<file path="config.mk">
export PLATFORM = sky130hd
export DESIGN_NAME = dpsel_top
export DESIGN_NICKNAME = d
export VERILOG_FILES = /design/src/verilog/dpsel_ptr_bank.v /design/src/verilog/dpsel_top.v
export VERILOG_INCLUDE_DIRS = /design/src /design/src/verilog
export SDC_FILE = /design/constraint.sdc
export NUM_CORES = 1
export LEC_CHECK = 0
export ABC_AREA = 1
export BUFFER_PORTS_ARGS = -buffer_cell sky130_fd_sc_hd__buf_2
export CORE_ASPECT_RATIO = 1.1
export CORE_MARGIN = 5
export CORE_UTILIZATION = 35
export CTS_CLUSTER_DIAMETER = 150
export CTS_CLUSTER_SIZE = 12
export DETAILED_ROUTE_END_ITERATION = 12
export HOLD_SLACK_MARGIN = 0.02
export PLACE_DENSITY = 0.55
export SLEW_MARGIN = 15
export SYNTH_ARGS = -nofsm -noshare
export SYNTH_HDL_FRONTEND = slang
export SYNTH_SLANG_ARGS = --single-unit
export TNS_END_PERCENT = 5
</file>
<file path="constraint.sdc">
create_clock -name clk_in -period 7.1 [get_ports clk_in]
set_input_delay 1.065 -clock clk_in [delete_from_list [all_inputs] [get_ports clk_in]]
set_output_delay 1.065 -clock clk_in [all_outputs]
set_load 0.01 [all_outputs]
</file>
<file path="src/verilog/dpsel_defines.vh">
`ifndef DPSEL_DEFINES_VH
`define DPSEL_DEFINES_VH

// ***********************************************
// pointer geometry
// ***********************************************
`define DPSEL_PTR_W 16
`define DPSEL_PTR_RESET 16'h0000

// ***********************************************
// special function register map (core side)
// ***********************************************
`define DPSEL_SFR_CTRL_ADDR 8'hA2
`define DPSEL_SEL_BIT 0
`define DPSEL_CTRL_RESET 8'h00

// ***********************************************
// avalon register indices, byte address = 4 * index
// ***********************************************
`define DPSEL_IDX_PTR_ZERO 10'h000
`define DPSEL_IDX_PTR_ONE 10'h001
`define DPSEL_IDX_PTR_ACTIVE 10'h002
`define DPSEL_IDX_STATUS 10'h003
`define DPSEL_IDX_CTRL 10'h0A2

// ***********************************************
// status register fields
// ***********************************************
`define DPSEL_STAT_SEL_BIT 0
`define DPSEL_STAT_MOVE_BIT 1

`endif

</file>
<file path="src/verilog/dpsel_ptr_bank.v">
`include "dpsel_defines.vh"
`timescale 1ns/100ps
`default_nettype none

// ***********************************************
// two pointer words, one write port, registered reads
// ***********************************************
module dpsel_ptr_bank #(
    parameter PTR_W = `DPSEL_PTR_W
) (
    // clock and reset
    input wire clk_in,
    input wire rst_b_in,
    // write port
    input wire wr_en_in,
    input wire wr_idx_in,
    input wire [PTR_W-1:0] wr_data_in,
    // read data
    output reg [PTR_W-1:0] ptr_zero_out,
    output reg [PTR_W-1:0] ptr_one_out
);

    // each word changes only when its own index is written
    always @(posedge clk_in or negedge rst_b_in) begin
        if (!rst_b_in) begin
            ptr_zero_out <= `DPSEL_PTR_RESET;
            ptr_one_out <= `DPSEL_PTR_RESET;
        end else if (wr_en_in) begin
            if (wr_idx_in) begin
                ptr_one_out <= wr_data_in;
            end else begin
                ptr_zero_out <= wr_data_in;
            end
        end
    end

endmodule // dpsel_ptr_bank

`default_nettype wire

</file>
<file path="src/verilog/dpsel_top.v">
// Notes on behaviour
// - two independent sixteen-bit external data pointers
// - select bit zero: clear zero, set one
// - external data address from active pointer
// - select control register at sfr A2
// - reset clears select bit, pointer zero
// - reserved control bits read value undefined
// - increment of control register toggles select
//
// Design decision made here: the Avalon-MM interface to the registers.
`include "dpsel_defines.vh"
`timescale 1ns/100ps
`default_nettype none

module dpsel_top #(
    parameter PTR_W = `DPSEL_PTR_W
) (
    // clock and reset
    input wire clk_in,
    input wire rst_b_in,
    // avalon-mm slave
    input wire [11:0] avs_address_in,
    input wire avs_read_in,
    input wire avs_write_in,
    input wire [3:0] avs_byteenable_in,
    input wire [31:0] avs_writedata_in,
    output reg [31:0] avs_readdata_out,
    output wire avs_waitrequest_out,
    // core pointer operations
    input wire ptr_load_in,
    input wire [PTR_W-1:0] ptr_load_data_in,
    input wire ptr_inc_in,
    // core special function register port
    input wire sfr_wr_in,
    input wire sfr_inc_in,
    input wire [7:0] sfr_addr_in,
    input wire [7:0] sfr_wdata_in,
    output reg [7:0] sfr_rdata_out,
    // external data move address path
    input wire ext_move_in,
    output reg [PTR_W-1:0] ext_addr_out,
    output reg ext_addr_valid_out,
    // active pointer view for the core
    output wire [PTR_W-1:0] active_data_pointer_out,
    output wire pointer_select_bit_out
);

    // ***********************************************
    // constants
    // ***********************************************
    localparam [PTR_W-1:0] PTR_RST = `DPSEL_PTR_RESET;
    // one step for the pointer counter; wraps at the top
    localparam [PTR_W-1:0] PTR_STEP = {{(PTR_W-1){1'b0}}, 1'b1};
    localparam [7:0] CTRL_STEP = 8'h01;

    // ***********************************************
    // functions
    // ***********************************************
    function [7:0] ctrl_incremented;
        input [7:0] value;
        begin
            ctrl_incremented = value + CTRL_STEP;
        end
    endfunction

    function [PTR_W-1:0] merge_low_lanes;
        input [PTR_W-1:0] old_value;
        input [31:0] wdata;
        input [3:0] be;
        integer i;
        begin
            merge_low_lanes = old_value;
            for (i = 0; i < PTR_W; i = i + 1) begin
                if (be[i / 8]) begin
                    merge_low_lanes[i] = wdata[i];
                end
            end
        end
    endfunction

    // ***********************************************
    // reset synchroniser
    // ***********************************************
    reg rst_meta_b;
    reg rst_sync_b;

    always @(posedge clk_in or negedge rst_b_in) begin
        if (!rst_b_in) begin
            rst_meta_b <= 1'b0;
            rst_sync_b <= 1'b0;
        end else begin
            rst_meta_b <= 1'b1;
            rst_sync_b <= rst_meta_b;
        end
    end

    // ***********************************************
    // declarations
    // ***********************************************
    reg [7:0] pointer_select_control;
    reg [7:0] next_pointer_select_control;
    reg bus_ack;
    reg bank_wr_en;
    reg bank_wr_idx;
    reg [PTR_W-1:0] bank_wr_data;
    reg [31:0] next_readdata;
    reg move_seen;
    wire [PTR_W-1:0] pointer_zero;
    wire [PTR_W-1:0] pointer_one;
    wire pointer_select_bit;
    wire [PTR_W-1:0] active_data_pointer;
    wire [9:0] bus_idx;
    wire bus_req;
    wire core_ptr_op;
    wire core_sfr_hit;
    wire core_busy;
    wire bus_accept;
    wire bus_wr;
    wire hit_ptr_zero;
    wire hit_ptr_one;
    wire hit_ptr_active;
    wire hit_status;
    wire hit_ctrl;

    // ***********************************************
    // active pointer view
    // ***********************************************
    assign pointer_select_bit = pointer_select_control[`DPSEL_SEL_BIT];
    assign active_data_pointer = pointer_select_bit ? pointer_one : pointer_zero;
    assign active_data_pointer_out = active_data_pointer;
    assign pointer_select_bit_out = pointer_select_bit;

    // ***********************************************
    // register index decode
    // ***********************************************
    assign bus_idx = avs_address_in[11:2];
    assign hit_ptr_zero = (bus_idx == `DPSEL_IDX_PTR_ZERO);
    assign hit_ptr_one = (bus_idx == `DPSEL_IDX_PTR_ONE);
    assign hit_ptr_active = (bus_idx == `DPSEL_IDX_PTR_ACTIVE);
    assign hit_status = (bus_idx == `DPSEL_IDX_STATUS);
    assign hit_ctrl = (bus_idx == `DPSEL_IDX_CTRL);

    // ***********************************************
    // bus handshake
    // ***********************************************
    assign bus_req = avs_read_in | avs_write_in;
    assign core_ptr_op = ptr_load_in | ptr_inc_in;
    assign core_sfr_hit = (sfr_wr_in | sfr_inc_in) && (sfr_addr_in == `DPSEL_SFR_CTRL_ADDR);
    // the core never waits; the bus yields to core pointer load/increment and control sfr accesses, not to moves
    assign core_busy = core_ptr_op | core_sfr_hit;
    assign bus_accept = bus_req & bus_ack & ~core_busy;
    assign bus_wr = bus_accept & avs_write_in;
    assign avs_waitrequest_out = bus_req & ~(bus_ack & ~core_busy);

    // ***********************************************
    // pointer storage
    // ***********************************************
    dpsel_ptr_bank #(
        .PTR_W(PTR_W)
    ) u_bank (
        .clk_in(clk_in),
        .rst_b_in(rst_sync_b),
        .wr_en_in(bank_wr_en),
        .wr_idx_in(bank_wr_idx),
        .wr_data_in(bank_wr_data),
        .ptr_zero_out(pointer_zero),
        .ptr_one_out(pointer_one)
    );

    // ***********************************************
    // pointer write arbitration
    // ***********************************************
    always @* begin
        bank_wr_en = 1'b0;
        bank_wr_idx = pointer_select_bit;
        bank_wr_data = active_data_pointer;
        if (ptr_load_in) begin
            bank_wr_en = 1'b1;
            bank_wr_data = ptr_load_data_in;
        end else if (ptr_inc_in) begin
            bank_wr_en = 1'b1;
            bank_wr_data = active_data_pointer + PTR_STEP;
        end else if (bus_wr) begin
            // only reached with no core op in this cycle
            if (hit_ptr_zero) begin
                bank_wr_en = 1'b1;
                bank_wr_idx = 1'b0;
                bank_wr_data = merge_low_lanes(pointer_zero, avs_writedata_in, avs_byteenable_in);
            end else if (hit_ptr_one) begin
                bank_wr_en = 1'b1;
                bank_wr_idx = 1'b1;
                bank_wr_data = merge_low_lanes(pointer_one, avs_writedata_in, avs_byteenable_in);
            end else if (hit_ptr_active) begin
                bank_wr_en = 1'b1;
                bank_wr_data = merge_low_lanes(active_data_pointer, avs_writedata_in, avs_byteenable_in);
            end
        end
    end

    // ***********************************************
    // select control register
    // ***********************************************
    always @* begin
        next_pointer_select_control = pointer_select_control;
        if (core_sfr_hit) begin
            if (sfr_inc_in) begin
                // plus one flips bit zero whatever it held
                next_pointer_select_control = ctrl_incremented(pointer_select_control);
            end else begin
                next_pointer_select_control = sfr_wdata_in;
            end
        end else if (bus_wr && hit_ctrl && avs_byteenable_in[0]) begin
            // reserved bits kept as written, which saves a mask
            next_pointer_select_control = avs_writedata_in[7:0];
        end
    end

    always @(posedge clk_in or negedge rst_sync_b) begin
        if (!rst_sync_b) begin
            pointer_select_control <= `DPSEL_CTRL_RESET;
        end else begin
            pointer_select_control <= next_pointer_select_control;
        end
    end

    // ***********************************************
    // core register read
    // ***********************************************
    always @(posedge clk_in or negedge rst_sync_b) begin
        if (!rst_sync_b) begin
            sfr_rdata_out <= 8'h00;
        end else if (sfr_addr_in == `DPSEL_SFR_CTRL_ADDR) begin
            // upper bits return whatever software last left there
            sfr_rdata_out <= pointer_select_control;
        end else begin
            sfr_rdata_out <= 8'h00;
        end
    end

    // ***********************************************
    // external data address path
    // ***********************************************
    always @(posedge clk_in or negedge rst_sync_b) begin
        if (!rst_sync_b) begin
            ext_addr_out <= PTR_RST;
            ext_addr_valid_out <= 1'b0;
        end else begin
            ext_addr_valid_out <= ext_move_in;
            if (ext_move_in) begin
                ext_addr_out <= active_data_pointer;
            end
        end
    end

    // sticky until reset, so software can poll it long after the move
    always @(posedge clk_in or negedge rst_sync_b) begin
        if (!rst_sync_b) begin
            move_seen <= 1'b0;
        end else if (ext_move_in) begin
            move_seen <= 1'b1;
        end
    end

    // ***********************************************
    // avalon slave: at least one wait cycle, then accept
    // ***********************************************
    always @* begin
        next_readdata = 32'h0000_0000;
        if (hit_ptr_zero) begin
            next_readdata[PTR_W-1:0] = pointer_zero;
        end else if (hit_ptr_one) begin
            next_readdata[PTR_W-1:0] = pointer_one;
        end else if (hit_ptr_active) begin
            next_readdata[PTR_W-1:0] = active_data_pointer;
        end else if (hit_status) begin
            next_readdata[`DPSEL_STAT_SEL_BIT] = pointer_select_bit;
            next_readdata[`DPSEL_STAT_MOVE_BIT] = move_seen;
        end else if (hit_ctrl) begin
            next_readdata[7:0] = pointer_select_control;
        end
    end

    always @(posedge clk_in or negedge rst_sync_b) begin
        if (!rst_sync_b) begin
            bus_ack <= 1'b0;
        end else if (bus_accept) begin
            // ack drops after acceptance so each request costs two cycles at least
            bus_ack <= 1'b0;
        end else begin
            bus_ack <= bus_req;
        end
    end

    // reloaded every waiting cycle; the last one is what the master takes
    always @(posedge clk_in or negedge rst_sync_b) begin
        if (!rst_sync_b) begin
            avs_readdata_out <= 32'h0000_0000;
        end else if (bus_req && !bus_accept) begin
            avs_readdata_out <= next_readdata;
        end
    end

endmodule // dpsel_top

`default_nettype wire

</file>
==> results by group <==
Timing
  – Slew @ Worst Pin: 987 ps
  – Final setup vio count: 0
  – Slew headroom: 0.335
  – Min Hold Slack: 281 ps
  – Setup Skew: 7.40 ps
  – Period utilization: 0.527
  – Post-route worst setup slack: 3360 ps
  – Setup TNS: 0 ps
  – Final Hold Viols: 0
  – Min Tclk post-route: 3740 ps
  – Fin. max-slew vios: 0
  – FMAX: 267 MHz
  – RSZ-0062 raised after global routing: no

Floorplan
  – I/O pin count: 164
  – Die ar.: 20200 um2
  – Site row count: 50
  – Core ar.: 17100 um2
  – Chip Height: 149 um
  – Initial Util: 0.358
  – Die W: 136 um

Synth
  – Top cells by area, synth: dfrtp_1 35%, nand2_1 18%, o21ai_0 6.4%
  – EDFF count, synth: 0
  – Top cell type's share of synthesized area: 0.348
  – Avg Cell Area, Syn: 6.75 um2
  – Post-synthesis sequential area ratio: 0.348
  – Main flop type after synthesis: dfrtp_1
  – Asr flop ratio synth: 1.00
  – Seq cells post-synth: 85
  – Cells after Synth: 906
  – Mapped Area: 6120 um2
  – Yosys warnings: 0
  – Netlist cell types: 45
  – Leading area contributor after synthesis: dfrtp_1

Critical path
  – Worst Setup Start Kind: primary input
  – Critical Path Sink Type: primary output
  – CP Max Fanout: 20
  – WS Path Type: in -> out
  – FF-to-FF Start: pointer_select_control[0]$_DFFE_PN0P_
  – WP data arrival: 2680 ps
  – FF-to-FF End: u_bank.ptr_one_out[12]$_DFFE_PN0P_
  – Register-to-Register Path Depth: 13
  – R2r setup slk: 4300 ps
  – Worst EP required: 6030 ps

Power and ir drop
  – Int Pwr: 1050 uW
  – Switching Fraction: 0.378
  – Part of the power in registers: 0.384
  – P per Cell Area: 236 nW/um2
  – Leak Pwr: 0.00360 uW
  – Net switching power: 635 uW
  – Peak supply drop: 0.000122 V
  – Logic pwr share: 0.305
  – Clock group share of total power: 0.312

Drt
  – Drt wl/cell: 17.3 um
  – DR pass1 iterations: 6
  – Routed WL: 21600 um
  – Drt via density: 5.06
  – Antenna viol nets, final: 0
  – DR iter-0 viols: 513
  – # DRC: 0
  – Routed via count: 6296

Cells and area
  – Nets: 1098
  – N_diodes: 0
  – FILL cells: 1850
  – Synthesis-to-finish area growth: 16.3%
  – Layout cells sized above 1: 0.199

Placement
  – HPWL Detailed: 15900 um
  – GPL Wtd Cong: 0.927
  – IO buf count: 127
  – Setup slack after placement: 3140 ps

Clock network
  – CTS tree: built
  – # Post-CTS Setup Buffers: 0
  – Hold buffer count at cts: 0
  – CTS buffer count: 9
  – CTS clk-pin slew, worst paths: 70 ps
  – H-tree levels: 3
  – Clock latency on the worst-skew pair: 350 ps
  – Root buffer cell: clkbuf_16
  – TritonCTS Sinks: 85
  – Longest Clk Path Bufs: 2
  – Post-cts resize count: 0

Global route
  – Vias in the first global route: 5947
  – GRT Overall Usage: 0.213
  – First-pass GRT wire length: 33300 um
  – Aggregate global routing overflow: 0
  – Antenna violations before repair: 0
  – Largest net degree at the start of global routing: 52

Flow run
  – Max-capacitance violation count: 0

Status
  – Outcome: complete, no violations

Min path
  – Min-Delay Path Class: reg -> async
metal layers:
layer,part of all wire,GRT usage
met5,0,0
met1,0.46,0.299
met4,0.029,0.0862
met2,0.44,0.327
met3,0.076,0.0325
worst max path at each step:
stage               slack (ps)              start                            endpoint  cells past startpoint
finish                    3360         sfr_inc_in                 avs_waitrequest_out                      8
global route              3250         sfr_inc_in                 avs_waitrequest_out                      8
CTS                       3340         sfr_inc_in                 avs_waitrequest_out                      8
detailed placement        3140  avs_address_in[7]  u_bank.ptr_one_out[13]$_DFFE_PN0P_                     11
global placement          3130         sfr_inc_in  u_bank.ptr_one_out[13]$_DFFE_PN0P_                     10
floorplan                 3990     sfr_addr_in[3]                 avs_waitrequest_out                      9
worst max-delay path, cell delays in order:
cell     delay, ps
buf_2          180
or2_1          230
nand3_1        450
nand2_1        100
o21ai_1        110
buf_4          290
inv_1           90
buf_2          150
synthesized netlist by cell type, types with 5 or more instances:
master	number
a21oi_1	58
a31oi_1	5
buf_2	14
buf_4	19
buf_6	7
clkbuf_1	16
dfrtp_1	85
inv_1	75
nand2_1	301
nand3_1	77
nand4_1	6
nor2_1	57
nor2_2	7
nor2_4	7
o211ai_1	8
o21ai_0	78
o21ai_1	6
o21ai_2	6
o221ai_1	6
o22ai_1	11
or2_2	11
xor2_1	6
registers in the layout (all words and copies together) (netlist names):
signal,cells
u_bank.ptr_one_out,16
avs_readdata_out,16
ext_addr_valid_out,1
ext_addr_out,16
sfr_rdata_out,8
move_seen,1
bus_ack,1
rst_sync_b,1
rst_meta_b,1
u_bank.ptr_zero_out,16
pointer_select_control,8
power by group through the flow:
stage	Sequential (uW)	Combinational (uW)	Clock (uW)
CTS	643	512	531
floorplan	645	338	0
finish	645	512	524
global route	655	574	554
detailed placement	652	510	0
global placement	650	507	0
cell usage in the layout (no fill, tap or decap), drive strengths merged, types with 6 or more instances in the layout:
| cell | n |
|---|---|
| nand2 | 304 |
| nand4 | 6 |
| conb | 17 |
| xor2 | 6 |
| buf | 132 |
| inv | 81 |
| dfrtp | 85 |
| nor2 | 73 |
| o221ai | 6 |
| nand3 | 80 |
| or2 | 12 |
| o211ai | 8 |
| o22ai | 11 |
| clkbuf | 10 |
| o21ai | 93 |
| a21oi | 59 |
area by class of cell:
| cell class | instances | area [um2] | share of cell area |
|---|---|---|---|
| multi-input cells | 695 | 3360 | 0.472 |
| flip-flops and latches | 85 | 2130 | 0.300 |
| repair buffers | 132 | 673 | 0.0947 |
| inverters | 84 | 333 | 0.0468 |
| well taps | 234 | 293 | 0.0412 |
| clock buffers | 10 | 239 | 0.0336 |
| clock inverters | 5 | 85.1 | 0.0120 |
kinds of logic (layout without fill, tap and decap cells):
kind of cell / count (synthesis) / in the layout / synth area share
other cells: 2 / 17 / 0.00123
compound gates: 190 / 190 / 0.183
xor+xnor: 6 / 6 / 0.00859
buf+inv: 141 / 231 / 0.113
fa+ha+maj: 2 / 2 / 0.00409
flops: 85 / 85 / 0.348
simple gates: 480 / 480 / 0.343
through the flow:
| stage | power (uW) | utilization | std cells | area, um2 |
|---|---|---|---|---|
| after global placement | 1160 | 0.397 | 1230 | 6790 |
| after floorplan | 982 | - | 921 | 6170 |
| after CTS | 1690 | 0.416 | 1245 | 7110 |
| after detailed placement | 1160 | 0.397 | 1230 | 6790 |
| final | 1680 | 0.416 | 1245 | 7110 |
| after global routing | 1780 | 0.416 | 1245 | 7110 |
Note: power is estimated with default switching activity, not from simulation.
